<file path="src/rtl/safe_stop_pkg.sv">
// constants, field layouts and carrier types for the safe-stop and door interlock sequencer
// assumes one 25 MHz clock and a synchronous active-high reset shared by all modules
`default_nettype none

package safe_stop_pkg;
    localparam int NUM_DRIVES = 4;
    localparam int SPEED_W = 16;
    localparam int SET_W = 16;
    localparam int MODE_W = 8;

    localparam int CLK_PERIOD_NS = 40;
    localparam int TICK_PERIOD_NS = 1000000;
    localparam int TICK_CYCLES = TICK_PERIOD_NS / CLK_PERIOD_NS;
    localparam int XC_TOL_NS = 10000;
    localparam int XC_TOL_CYCLES = XC_TOL_NS / CLK_PERIOD_NS;

    localparam logic [MODE_W-1:0] MODE_SAFETY_COMMISSION = 8'h5F;

    localparam logic [1:0] SEL_DELAY_CU = 2'h0;
    localparam logic [1:0] SEL_DELAY_MM = 2'h1;
    localparam logic [1:0] SEL_RAMP = 2'h2;
    localparam logic [1:0] SEL_THRESH = 2'h3;

    localparam logic [SET_W-1:0] DELAY_RST = 16'h0064;
    localparam logic [SET_W-1:0] RAMP_RST = 16'h0064;
    localparam logic [SET_W-1:0] THRESH_RST = 16'h0010;
    localparam logic [SET_W-1:0] PASSWORD_RST = 16'h0000;

    typedef struct packed {
        logic [SET_W-1:0] delay_cu;
        logic [SET_W-1:0] delay_mm;
        logic [SET_W-1:0] ramp;
        logic [SET_W-1:0] thresh;
    } settings_type;

    typedef struct packed {
        logic wr;
        logic [1:0] sel;
        logic [SET_W-1:0] data;
    } cfg_write_type;

    typedef enum logic [2:0] {
        ST_SAFE = 3'h1,
        ST_IDLE = 3'h2,
        ST_RUN = 3'h4
    } seq_state_type;
endpackage

`default_nettype wire

</file>
<file path="src/rtl/dual_channel_check.sv">
// two-channel contact monitor with cross-circuit detection
// assumes both channels are equivalent contacts sampled on the system clock
`default_nettype none

module dual_channel_check
    import safe_stop_pkg::*;
(
    input wire logic clk,
    input wire logic rst,
    input wire logic ch_a,
    input wire logic ch_b,
    output logic closed,
    output logic fault
);
    logic [8:0] mis_q, mis_d;
    logic fault_q, fault_d;
    logic closed_q, closed_d;

    localparam logic [8:0] TOL = 9'(XC_TOL_CYCLES);

    always_comb begin
        mis_d = (ch_a != ch_b) ? ((mis_q == TOL) ? mis_q : mis_q + 9'h001) : 9'h000;
        // latched until both contacts open, so a welded channel cannot restart
        fault_d = (fault_q & (ch_a | ch_b)) | (mis_q == TOL);
        closed_d = ch_a & ch_b & ~fault_d;
    end

    always_ff @(posedge clk) begin
        if (rst) begin
            mis_q <= 9'h000;
            fault_q <= 1'b0;
            closed_q <= 1'b0;
        end else begin
            mis_q <= mis_d;
            fault_q <= fault_d;
            closed_q <= closed_d;
        end
    end

    assign closed = closed_q;
    assign fault = fault_q;
endmodule // dual_channel_check

`default_nettype wire

</file>
<file path="src/rtl/stop_delay_timer.sv">
// per-drive safe-stop delay timer for the two redundant channels
// assumes tick is a one-cycle pulse per delay unit from the sequencer
`default_nettype none

module stop_delay_timer
    import safe_stop_pkg::*;
(
    input wire logic clk,
    input wire logic rst,
    input wire logic tick,
    input wire logic stop_req,
    input wire logic [SET_W-1:0] delay_cu,
    input wire logic [SET_W-1:0] delay_mm,
    output logic torque_off_cu,
    output logic torque_off_mm
);
    logic [SET_W-1:0] elapsed_q, elapsed_d;
    logic off_cu_q, off_cu_d;
    logic off_mm_q, off_mm_d;

    always_comb begin
        elapsed_d = elapsed_q;
        if (!stop_req)
            elapsed_d = '0;
        else if (tick && elapsed_q != '1)
            elapsed_d = elapsed_q + 16'h0001;
        // torque stays on until the full delay, so the drive can ramp down first
        off_cu_d = stop_req & (elapsed_q >= delay_cu);
        off_mm_d = stop_req & (elapsed_q >= delay_mm);
    end

    always_ff @(posedge clk) begin
        if (rst) begin
            elapsed_q <= '1;
            off_cu_q <= 1'b1;
            off_mm_q <= 1'b1;
        end else begin
            elapsed_q <= elapsed_d;
            off_cu_q <= off_cu_d;
            off_mm_q <= off_mm_d;
        end
    end

    assign torque_off_cu = off_cu_q;
    assign torque_off_mm = off_mm_q;
endmodule // stop_delay_timer

`default_nettype wire

</file>
<file path="src/rtl/safe_stop_seq.sv">
// safe-stop and protective-door interlock sequencer for a group of drives
// assumes contact inputs are already debounced and synchronous to CLK
`default_nettype none

module safe_stop_seq
    import safe_stop_pkg::*;
#(
    parameter int TICK_CYCLES_P = TICK_CYCLES
) (
    input wire logic CLK,
    input wire logic SYS_RST,
    input wire logic ESTOP_CH_A,
    input wire logic ESTOP_CH_B,
    input wire logic DOOR_CH_A,
    input wire logic DOOR_CH_B,
    input wire logic ON_BUTTON,
    input wire logic ON_CIRCUIT_CONTACTS,
    input wire logic DRIVE_ENABLE,
    input wire logic RUN_COMMAND_OUT,
    input wire logic INFEED_ON,
    input wire logic LOCK_POSITION_MONITOR,
    input wire logic DOOR_LOCK_SOLENOID,
    input wire logic [NUM_DRIVES-1:0] DRIVE_TORQUE_OFF_ACTIVE,
    input wire logic [NUM_DRIVES-1:0][SPEED_W-1:0] DRIVE_SPEED,
    input wire cfg_write_type CFG_WRITE,
    input wire logic [MODE_W-1:0] COMMISSIONING_MODE_SELECT,
    input wire logic PASSWORD_WR,
    input wire logic [SET_W-1:0] PASSWORD_DATA,
    output logic [NUM_DRIVES-1:0] SAFE_STOP_REQ_A,
    output logic [NUM_DRIVES-1:0] SAFE_STOP_REQ_B,
    output logic [NUM_DRIVES-1:0] TORQUE_OFF_CU,
    output logic [NUM_DRIVES-1:0] TORQUE_OFF_MM,
    output logic GROUP_TORQUE_OFF_ACTIVE,
    output logic [NUM_DRIVES-1:0] BELOW_THRESHOLD,
    output logic [SET_W-1:0] STOP_DECEL_RAMP,
    output logic EMERGENCY_RELAY_READY,
    output logic DOOR_RELAY_READY,
    output logic ON_SHORT_FAULT,
    output logic CROSS_FAULT,
    output logic LOCK_VIOLATION,
    output logic INFEED_ACTIVE,
    output logic RUN_ACTIVE,
    output logic CFG_REFUSED,
    output logic [SET_W-1:0] PASSWORD_VALUE
);
    logic estop_closed, estop_fault, door_closed, door_fault;
    logic [NUM_DRIVES-1:0] off_cu, off_mm;
    logic [NUM_DRIVES-1:0] below;
    logic lock_violation, stop_req, all_below;

    // unit tick for the delay timers
    logic [15:0] tick_cnt_q, tick_cnt_d;
    logic tick;

    always_comb begin
        tick = (tick_cnt_q == 16'(TICK_CYCLES_P - 1));
        tick_cnt_d = tick ? 16'h0000 : tick_cnt_q + 16'h0001;
    end

    always_ff @(posedge CLK) begin
        if (SYS_RST)
            tick_cnt_q <= 16'h0000;
        else
            tick_cnt_q <= tick_cnt_d;
    end

    dual_channel_check u_estop_check (
        .clk(CLK),
        .rst(SYS_RST),
        .ch_a(ESTOP_CH_A),
        .ch_b(ESTOP_CH_B),
        .closed(estop_closed),
        .fault(estop_fault)
    );

    dual_channel_check u_door_check (
        .clk(CLK),
        .rst(SYS_RST),
        .ch_a(DOOR_CH_A),
        .ch_b(DOOR_CH_B),
        .closed(door_closed),
        .fault(door_fault)
    );

    // settings and password
    settings_type set_q, set_d;
    logic [SET_W-1:0] pwd_q, pwd_d;
    logic refused_q, refused_d;
    logic cfg_ok;

    always_comb begin
        set_d = set_q;
        pwd_d = PASSWORD_WR ? PASSWORD_DATA : pwd_q;
        cfg_ok = (COMMISSIONING_MODE_SELECT == MODE_SAFETY_COMMISSION);
        refused_d = CFG_WRITE.wr & ~cfg_ok;
        if (CFG_WRITE.wr && cfg_ok) begin
            unique case (CFG_WRITE.sel)
                SEL_DELAY_CU: set_d.delay_cu = CFG_WRITE.data;
                SEL_DELAY_MM: set_d.delay_mm = CFG_WRITE.data;
                SEL_RAMP: set_d.ramp = CFG_WRITE.data;
                SEL_THRESH: set_d.thresh = CFG_WRITE.data;
            endcase
        end
    end

    always_ff @(posedge CLK) begin
        if (SYS_RST) begin
            set_q <= '{delay_cu: DELAY_RST, delay_mm: DELAY_RST, ramp: RAMP_RST,
                       thresh: THRESH_RST};
            pwd_q <= PASSWORD_RST;
            refused_q <= 1'b0;
        end else begin
            set_q <= set_d;
            pwd_q <= pwd_d;
            refused_q <= refused_d;
        end
    end

    // emergency relay arming and on-circuit short check
    logic relay_ready_q, relay_ready_d;
    logic short_q, short_d;
    logic estop_released_q, estop_released_d;

    always_comb begin
        // release must be seen before ON, not in the same sample
        estop_released_d = estop_closed & ~estop_fault;
        // contacts closed while the emergency circuit is still open is a short
        short_d = (short_q | (ON_CIRCUIT_CONTACTS & ~estop_closed)) &
                  ~(~ON_CIRCUIT_CONTACTS & estop_closed);
        relay_ready_d = relay_ready_q;
        if (!estop_closed || estop_fault)
            relay_ready_d = 1'b0;
        else if (ON_BUTTON && estop_released_q && !short_q && !short_d)
            relay_ready_d = 1'b1;
    end

    always_ff @(posedge CLK) begin
        if (SYS_RST) begin
            relay_ready_q <= 1'b0;
            short_q <= 1'b0;
            estop_released_q <= 1'b0;
        end else begin
            relay_ready_q <= relay_ready_d;
            short_q <= short_d;
            estop_released_q <= estop_released_d;
        end
    end

    // hard-wired stop path: no controller state is needed to stop
    logic door_ready;
    logic group_off_q, below_all_q;
    logic [NUM_DRIVES-1:0] stop_q, below_q;
    logic lock_viol_q;

    always_comb begin
        // door relay only readies once the solenoid has dropped and the door is shut
        door_ready = door_closed & ~DOOR_LOCK_SOLENOID & relay_ready_q;
        // unlocking is only allowed once stopped and at standstill
        lock_violation = LOCK_POSITION_MONITOR & ~(group_off_q & below_all_q);
        // open contacts stop at once, not a cycle later through the relay register
        stop_req = ~relay_ready_q | ~estop_closed | ~door_ready | ~DRIVE_ENABLE
                   | lock_violation | door_fault | estop_fault;
        all_below = &below;
    end

    genvar g;
    generate
        for (g = 0; g < NUM_DRIVES; g++) begin : g_drive
            stop_delay_timer u_timer (
                .clk(CLK),
                .rst(SYS_RST),
                .tick(tick),
                .stop_req(stop_q[g]),
                .delay_cu(set_q.delay_cu),
                .delay_mm(set_q.delay_mm),
                .torque_off_cu(off_cu[g]),
                .torque_off_mm(off_mm[g])
            );
            assign below[g] = (DRIVE_SPEED[g] < set_q.thresh);
        end
    endgenerate

    always_ff @(posedge CLK) begin
        if (SYS_RST) begin
            stop_q <= '1;
            below_q <= '0;
            group_off_q <= 1'b0;
            below_all_q <= 1'b0;
            lock_viol_q <= 1'b0;
        end else begin
            stop_q <= {NUM_DRIVES{stop_req}};
            below_q <= below;
            group_off_q <= &DRIVE_TORQUE_OFF_ACTIVE;
            below_all_q <= all_below;
            lock_viol_q <= lock_violation;
        end
    end

    // infeed and run sequencing
    seq_state_type state_q, state_d;
    logic infeed_q, infeed_d, infeed_cmd_q, run_cmd_q;

    always_comb begin
        // a static high never switches the infeed on
        infeed_d = INFEED_ON & (infeed_q | ~infeed_cmd_q);
        state_d = state_q;
        unique case (state_q)
            ST_SAFE: if (!stop_req && !(|off_cu) && !(|off_mm)) state_d = ST_IDLE;
            ST_IDLE: begin
                if (stop_req)
                    state_d = ST_SAFE;
                else if (RUN_COMMAND_OUT && !run_cmd_q && infeed_q)
                    state_d = ST_RUN;
            end
            ST_RUN: if (stop_req || !infeed_q) state_d = ST_SAFE;
            default: state_d = ST_SAFE;
        endcase
    end

    always_ff @(posedge CLK) begin
        if (SYS_RST) begin
            state_q <= ST_SAFE;
            infeed_q <= 1'b0;
            // taken as high so a level held through reset is not an edge
            infeed_cmd_q <= 1'b1;
            run_cmd_q <= 1'b1;
        end else begin
            state_q <= state_d;
            infeed_q <= infeed_d;
            infeed_cmd_q <= INFEED_ON;
            run_cmd_q <= RUN_COMMAND_OUT;
        end
    end

    assign SAFE_STOP_REQ_A = stop_q;
    assign SAFE_STOP_REQ_B = stop_q;
    assign TORQUE_OFF_CU = off_cu;
    assign TORQUE_OFF_MM = off_mm;
    assign GROUP_TORQUE_OFF_ACTIVE = group_off_q;
    assign BELOW_THRESHOLD = below_q;
    assign STOP_DECEL_RAMP = set_q.ramp;
    assign EMERGENCY_RELAY_READY = relay_ready_q;
    assign DOOR_RELAY_READY = door_ready;
    assign ON_SHORT_FAULT = short_q;
    assign CROSS_FAULT = estop_fault | door_fault;
    assign LOCK_VIOLATION = lock_viol_q;
    assign INFEED_ACTIVE = infeed_q;
    assign RUN_ACTIVE = (state_q == ST_RUN);
    assign CFG_REFUSED = refused_q;
    assign PASSWORD_VALUE = pwd_q;
endmodule // safe_stop_seq

`default_nettype wire

</file>
<file path="config.mk">
export PLATFORM = sky130hd
export DESIGN_NAME = safe_stop_seq
export DESIGN_NICKNAME = d
export VERILOG_FILES = /design/src/rtl/safe_stop_pkg.sv /design/src/rtl/dual_channel_check.sv /design/src/rtl/stop_delay_timer.sv /design/src/rtl/safe_stop_seq.sv
export SDC_FILE = /design/constraint.sdc
export NUM_CORES = 1
export LEC_CHECK = 0
export BUFFER_PORTS_ARGS = -buffer_cell sky130_fd_sc_hd__buf_2
export CELL_PAD_IN_SITES_DETAIL_PLACEMENT = 1
export CELL_PAD_IN_SITES_GLOBAL_PLACEMENT = 2
export CORE_ASPECT_RATIO = 0.8
export CORE_UTILIZATION = 35
export DETAILED_ROUTE_END_ITERATION = 6
export MAX_ROUTING_LAYER = met4
export PLACE_DENSITY = 0.83
export REMOVE_ABC_BUFFERS = 1
export SLEW_MARGIN = 10
export SYNTH_ARGS = -nofsm -noshare
export SYNTH_HDL_FRONTEND = slang
export SYNTH_SLANG_ARGS = --single-unit
</file>
<file path="constraint.sdc">
create_clock -name CLK -period 4.7 [get_ports CLK]
set_input_delay 0.47 -clock CLK [delete_from_list [all_inputs] [get_ports CLK]]
set_output_delay 0.47 -clock CLK [all_outputs]
set_load 0.02 [all_outputs]
</file>
==> results of run 1 <==
==> critical path, stage by stage (launching register included) <==
cell and delay [ns]:
dfxtp_1 0.39, ha_1 0.25, and4_1 0.28, and4_1 0.65
nand2_2 0.34, nor3_1 0.33, xnor2_1 0.19, o21ai_0 0.11
==> synthesized netlist by cell type, types with 7 or more instances <==
master and count:
dfxtp_1 208, ha_1 201, nand2_1 167, nor2_1 114
a21oi_1 102, o21ai_0 97, inv_1 76, nand3_1 49
xnor2_1 45, clkbuf_1 38, nand4_1 36, mux2i_1 34
buf_4 33, xor2_1 33, nor4_1 19, and3_1 17
nor3_1 17, a21o_1 16, o21a_1 13, and4_1 12
nand2b_1 12, nor2b_1 12, o211ai_1 12, a211oi_1 10
nor3b_1 9, o21bai_1 9, o31ai_1 9, or3_1 9
a21boi_0 8, o41ai_1 8, and2_1 7
==> where the power goes <==
group | internal (mW) | total, mW | leakage (nW) | switching [mW]
clock network | 1.22 | 2.02 | 0.428 | 0.802
logic | 0.101 | 0.237 | 4.18 | 0.136
registers | 1.78 | 1.79 | 1.69 | 0.0117
==> path summary, 6_finish.rpt <==
check	start	end	slack (ns)	cells after the start
max	tick_cnt_q[0]	g_drive[3].u_timer.elapsed_q[5]	2.00	7
min	RUN_COMMAND_OUT	run_cmd_q	0.13	2
max reg2reg	tick_cnt_q[0]	g_drive[3].u_timer.elapsed_q[5]	2.00	7
min reg2reg	set_q[9]	set_q[9]	0.45	2
==> area by class of cell <==
cell class	count	area [um^2]
inverter	76	285
sequential	208	4160
fill	4303	21100
tap	480	601
antenna	1	2.50
timing repair buffer	192	993
clock buffer	36	747
multi-input combinational	1124	7920
clock inverter	10	113
==> metrics by stage <==
step | power (mW) | area (um^2) | hold WS, ns
2_1_floorplan | 1.94 | 12400 | 0.426
3_3_place_gp | 2.06 | 14000 | 0.438
3_5_place_dp | 2.07 | 14000 | 0.445
4_1_cts | 4.10 | 14800 | 0.108
5_1_grt | 4.20 | 14800 | 0.120
6_report | 4.05 | 14800 | 0.134
==> state kept, by name (all words and copies together), names as in the netlist, 3 cells and up <==
| name | count |
|---|---|
| STOP_DECEL_RAMP | 16 |
| state_q | 3 |
| u_door_check.mis_q | 9 |
| BELOW_THRESHOLD | 4 |
| g_drive.u_timer.torque_off_cu | 4 |
| PASSWORD_VALUE | 16 |
| g_drive.u_timer.torque_off_mm | 4 |
| tick_cnt_q | 16 |
| g_drive.u_timer.elapsed_q | 64 |
| u_estop_check.mis_q | 9 |
| set_q | 48 |
==> metal layers <==
metal	vias up	GRT usage [%]	routed length, um
met4	0	3.40	535
met3	33	2.66	1430
met5	-	-	0
met1	5370	29.8	19600
met2	213	31.7	16200
li1	5548	-	-
==> logic make-up after synthesis <==
family | Yosys count | synth area share [%]
AO/OA/AOI/OAI | 303 | 14.4
XOR/XNOR | 78 | 5.35
adder cells (fa/ha/maj) | 201 | 19.7
buffers and inverters | 150 | 5.40
flip-flops | 208 | 32.6
multiplexers | 36 | 2.84
AND/OR/NAND/NOR | 506 | 19.7
==> impl_metrics.json, run 1 <==
{
  "status": "completed",
  "wire_per_inst_um": 17.8,
  "synth.distinct_cells": 65,
  "synthTopCellsByArea": "dfxtp_1, ha_1, nand2_1, a21oi_1, o21ai_0",
  "async_flop_share_pct": 0,
  "yosysTopAreaCell": "dfxtp_1",
  "clkSlewWorstSetupHoldPaths_ns": 0.06,
  "finalSetupViolCount": 0,
  "synth_cells": 1482,
  "hpwl_um": 28900,
  "cp_max_fo": 13,
  "maxCapViolations": 0,
  "area_delta_synth_final_pct": 16.2,
  "clock_skew_ns": 0.0224,
  "min_period_over_period_pct": 57.4,
  "numCtsBuffers": 25,
  "max_freq_mhz": 371,
  "viasPerCell": 5.25,
  "drt-total-wl_um": 37800,
  "die-area_um2": 37200,
  "setup_slack_ns": 2.00,
  "end_kind": "flop",
  "crit_type": "reg -> reg",
  "rsz0062_at_grt": "no",
  "period_needed_ns": 2.70,
  "finalWeightedCongestion": 0.851,
  "stdcell_count": 2127,
  "postRouteAntennaNets": 0,
  "grt_pass1_wl_um": 61300,
  "grt_pass1_vias": 11378,
  "ys_ff_latch": 208,
  "antenna_found_initial": 0,
  "clkLatencyLatePin_ns": 0.54,
  "placed_cells": 2080,
  "maxSlewHeadroom_pct": 21.3,
  "hold_violations": 0,
  "final_cell_mix": "dfxtp_1, ha_1, buf_2",
  "dieWidth_um": 215,
  "tritoncts": "done",
  "synthFlopType": "dfxtp_1",
  "dp_worst_setup_slack_ns": 2.07,
  "vias": 11164,
  "track_usage_pct": 20.8,
  "dieHeight_um": 173,
  "grt_max_degree": 101,
  "fin_tns_setup_ns": 0,
  "firstDrtPassIters": 5,
  "synth-seq-area-share_pct": 32.6,
  "route.detailed.drc": 0,
  "nNetsFinal": 1953,
  "cts-hold-fix-buffers": 0,
  "p_leak_nw": 6.29,
  "grt_overflow": 0,
  "avgSynthCellArea_um2": 8.61,
  "peakVddDrop_mv": 0.191,
  "worst_pin_slew_ns": 1.17,
  "drive_above_1_share_pct": 15.6,
  "io_pins": 186,
  "yosysWarnings": 0,
  "postCtsSetupBuffers": 0,
  "synth_edf_count": 0,
  "drt_iter0_drc": 534,
  "start_util_pct": 35.5,
  "synth_top_area_share_pct": 32.6,
  "final_util_pct": 41.3,
  "fp.coreArea_um2": 35900,
  "cellPowerDensity_nw_per_um2": 273,
  "hold_path.class": "in -> reg",
  "rows": 62,
  "syn-cell-area_um2": 12800,
  "clock-sinks": 208,
  "cts.path.max_buffers": 3,
  "portBuffers": 185,
  "arrival_ns": 3.07,
  "cts_root_buf": "clkbuf_16",
  "htreeDepth": 1,
  "finalMaxSlewViolations": 0,
  "layout_commonest_cell": "dfxtp_1",
  "cp.required_ns": 5.07,
  "critPathLaunchType": "flop",
  "cts_resized": 0
}
No activity file was read; power rests on OpenSTA's default activity.
==> run 2: changes to the inputs <==
--- a/config.mk
+++ b/config.mk
@@ -5,14 +5,15 @@
 export SDC_FILE = /design/constraint.sdc
 export NUM_CORES = 1
 export LEC_CHECK = 0
+export ABC_AREA = 1
 export BUFFER_PORTS_ARGS = -buffer_cell sky130_fd_sc_hd__buf_2
 export CELL_PAD_IN_SITES_DETAIL_PLACEMENT = 1
 export CELL_PAD_IN_SITES_GLOBAL_PLACEMENT = 2
 export CORE_ASPECT_RATIO = 0.8
-export CORE_UTILIZATION = 35
+export CORE_UTILIZATION = 30
 export DETAILED_ROUTE_END_ITERATION = 6
 export MAX_ROUTING_LAYER = met4
-export PLACE_DENSITY = 0.83
+export PLACE_DENSITY = 0.79
 export REMOVE_ABC_BUFFERS = 1
 export SLEW_MARGIN = 10
 export SYNTH_ARGS = -nofsm -noshare
==> constraint.sdc (replaced) <==
create_clock -name CLK -period 2.46 [get_ports CLK]
set_input_delay 0.246 -clock CLK [delete_from_list [all_inputs] [get_ports CLK]]
set_output_delay 0.246 -clock CLK [all_outputs]
set_load 0.02 [all_outputs]
==> run 2 against run 1 <==
Effect of this change:
- clock skew increased by 0.0096 ns
- via count increased by 23%
- register-to-register slack worse by 1.8 ns
- global-route usage up 0.17 points
- synthesized cell count up 32%
- final area rose by 12%
- combinational power rose by 140%
- first-iteration DRC count rose by 5.6%
- final cell count up 30%
==> impl_metrics.json, run 2 <==
{
  "syn-cell-area_um2": 13900,
  "synth-xor-area-share_pct": 2.46,
  "timing.hold.ws_ns": 0.0306,
  "firstDrtPassIters": 5,
  "grt_pass1_wl_um": 77600,
  "worst_pin_slew_ns": 0.642,
  "placed_cells": 2683,
  "numCtsBuffers": 26,
  "fp.coreArea_um2": 45600,
  "clkSlewWorstSetupHoldPaths_ns": 0.06,
  "clkLatencyLatePin_ns": 0.57,
  "fillers": 5729,
  "synthFlopType": "dfxtp_1",
  "switching_share_pct": 24.2,
  "reg2reg_depth": 8,
  "antenna_found_initial": 0,
  "synth_edf_count": 0,
  "synthTopCellsByArea": "dfxtp_1, ha_1, nand2_1, nand3_1, a21oi_1",
  "io_pins": 186,
  "reg_top3": "g_drive.u_timer.elapsed_q: 64 flops, set_q: 48 flops",
  "cp.required_ns": 2.88,
  "cts_root_buf": "clkbuf_16",
  "rsz0062_at_grt": "no",
  "end_kind": "flop",
  "synth_cells": 1950,
  "nNetsFinal": 2462,
  "grt_pass1_vias": 14360,
  "hpwl_um": 36400,
  "r2r-end": "g_drive[2].u_timer.elapsed_q[4]",
  "maxSlewHeadroom_pct": 57.1,
  "status": "completed",
  "clkPwrFrac_pct": 51.0,
  "combPwrFrac_pct": 7.0,
  "synthMuxAreaShare_pct": 0,
  "critPathBufInv": 0,
  "finalMaxSlewViolations": 0,
  "synth-simple-area-share_pct": 29.6,
  "power_frac_seq_pct": 42.0,
  "grt_overflow": 0,
  "synth.distinct_cells": 34,
  "synthAdderAreaFrac_pct": 18.1,
  "finalSetupViolCount": 0,
  "synth-seq-area-share_pct": 30.0,
  "critical-path-top-delay-family": "simple AND/OR/NAND/NOR gates",
  "yosys-top-cells-count": "nand2_1, nand3_1, dfxtp_1",
  "highest-signal-layer": "met4",
  "total_power_mw": 8.17,
  "cp_max_fo": 17,
  "drive_above_1_share_pct": 12.6,
  "ys_ff_latch": 208,
  "crit_type": "reg -> reg",
  "final_cell_mix": "nand2_1, nand3_1, dfxtp_1",
  "max_flop_register": "g_drive.u_timer.elapsed_q",
  "track_usage_pct": 21.0,
  "avgSynthCellArea_um2": 7.12,
  "synth_compound_area_share_pct": 11.1,
  "synth_most_common_cell": "nand2_1",
  "hold_violations": 0,
  "dieHeight_um": 194,
  "drt_iter0_drc": 564,
  "route.detailed.drc": 0,
  "seqCellArea_um2": 4170,
  "async_flop_share_pct": 0,
  "max_freq_mhz": 451,
  "dr_wl_met2_um": 21900,
  "cp_cell_sequence": "ha_1, nand2_1, nor3_1, nand4_1, nand2_2, nand2_2, nand2_1, nand3_1",
  "maxCapViolations": 0,
  "min_from": "CFG_WRITE[16]",
  "wire_per_inst_um": 17.4,
  "arrival_ns": 2.64,
  "whs_endpoint": "set_q[37]",
  "finalWeightedCongestion": 0.851,
  "crit_slowest_cell": "nor3_1",
  "rows": 70,
  "r2r_setup_slack_ns": 0.24,
  "min_path_cells": 3,
  "dr_wl_met3_um": 1580,
  "area_delta_synth_final_pct": 19.7,
  "viasPerCell": 4.97,
  "cts_resized": 0,
  "min_period_over_period_pct": 90.2,
  "drt-total-wl_um": 48000,
  "critPathLaunchType": "flop",
  "reg2reg_from": "g_drive[2].u_timer.elapsed_q[1]",
  "wl_met1_um": 23600,
  "clock_skew_ns": 0.0320,
  "start_util_pct": 30.4,
  "largest_reg_flops": 64,
  "htreeDepth": 1,
  "vias": 13730,
  "tritoncts": "done",
  "portBuffers": 185,
  "die-area_um2": 47100,
  "peakVddDrop_mv": 0.427,
  "clock-sinks": 208,
  "synth_top_area_share_pct": 30.0,
  "stdcell_count": 2765,
  "p_int_mw": 6.19,
  "p_leak_nw": 8.15,
  "cts.path.max_buffers": 3,
  "period_needed_ns": 2.22,
  "synth_top_family_by_area": "simple AND/OR/NAND/NOR gates",
  "cellPowerDensity_nw_per_um2": 492,
  "dieWidth_um": 242,
  "grt_max_degree": 116,
  "yosysTopAreaCell": "dfxtp_1",
  "p_sw_mw": 1.98,
  "yosysWarnings": 0,
  "antenna_cells": 0,
  "max_stage_delay_ns": 0.43,
  "hold_path.class": "in -> reg",
  "layout_commonest_cell": "nand2_1",
  "multi_input_area_um2": 8510,
  "postRouteAntennaNets": 0
}
[run 2: cell count changes after synthesis, sizes merged, moves of 18 or more]
cell,previous run,this run
a21oi,102,176
o21ai,99,81
nand2,168,383
mux2i,34,0
nor3,19,51
xnor2,45,10
nand3,49,260
nor2,114,167
inv,76,188
[run 2: timing repair]
action,CTS,global route
hold buffers,37,0
hold endpoints to repair,57,0
setup buffers,0,0
[run 2: final cells by class]
| cell class | count | share of cell area [%] |
|---|---|---|
| multi-input cells | 1465 | 51.3 |
| flip-flops and latches | 208 | 25.1 |
| repair buffers | 246 | 9.12 |
| well taps | 612 | 4.61 |
| clock buffers | 35 | 4.48 |
| inverters | 189 | 4.29 |
| clock inverters | 10 | 1.12 |
[run 2: kinds of logic after synthesis]
| logic type | after synthesis |
|---|---|
| AOI/OAI and AO/OA | 292 |
| xor gates and xnor gates | 39 |
| adders and majority gates | 201 |
| buffers and inverters | 277 |
| DFF | 208 |
| and+or+nand+nor | 933 |
[run 2: stage by stage]
stage	setup TNS, ns	utilization (%)	worst slack (ns)	area, um^2
6_report	0	36.4	0.240	16600
5_1_grt	0	36.4	0.0346	16600
4_1_cts	0	36.4	0.261	16600
3_5_place_dp	0	33.5	0.277	15300
3_3_place_gp	0	33.5	0.438	15300
2_1_floorplan	-161.43	-	-2.60	13400
[run 2: power groups by stage]
stage	clock network [mW]	registers, mW	logic (mW)
6_report	4.17	3.43	0.568
5_1_grt	4.40	3.43	0.640
4_1_cts	4.27	3.43	0.572
3_5_place_dp	0	3.50	0.520
3_3_place_gp	0	3.50	0.505
2_1_floorplan	0	3.53	0.214
[run 2: layer usage]
layer | vias to the layer above | track usage (%)
met4 | 0 | 4.38
met1 | 6554 | 27.7
met3 | 51 | 2.62
li1 | 6942 | -
met5 | - | -
met2 | 183 | 34.4
[run 2: worst max-delay path by stage]
stage	slack, ns	to	cells after the start	from
detailed placement	0.28	g_drive[2].u_timer.elapsed_q[13]	8	g_drive[2].u_timer.elapsed_q[1]
floorplan	-2.60	g_drive[1].u_timer.elapsed_q[10]	4	SAFE_STOP_REQ_A[0]
global route	0.03	g_drive[2].u_timer.elapsed_q[13]	8	g_drive[2].u_timer.elapsed_q[1]
finish	0.24	g_drive[2].u_timer.elapsed_q[4]	8	g_drive[2].u_timer.elapsed_q[1]
global placement	0.44	g_drive[2].u_timer.elapsed_q[14]	8	g_drive[2].u_timer.elapsed_q[1]
CTS	0.26	g_drive[2].u_timer.elapsed_q[13]	8	g_drive[2].u_timer.elapsed_q[1]
[run 2: tightest hold or removal path: cells and delay by family]
| kind | cells | cell delay [ns] |
|---|---|---|
| buffers and inverters | 1 | 0.14 |
| and+or+nand+nor | 2 | 0.17 |
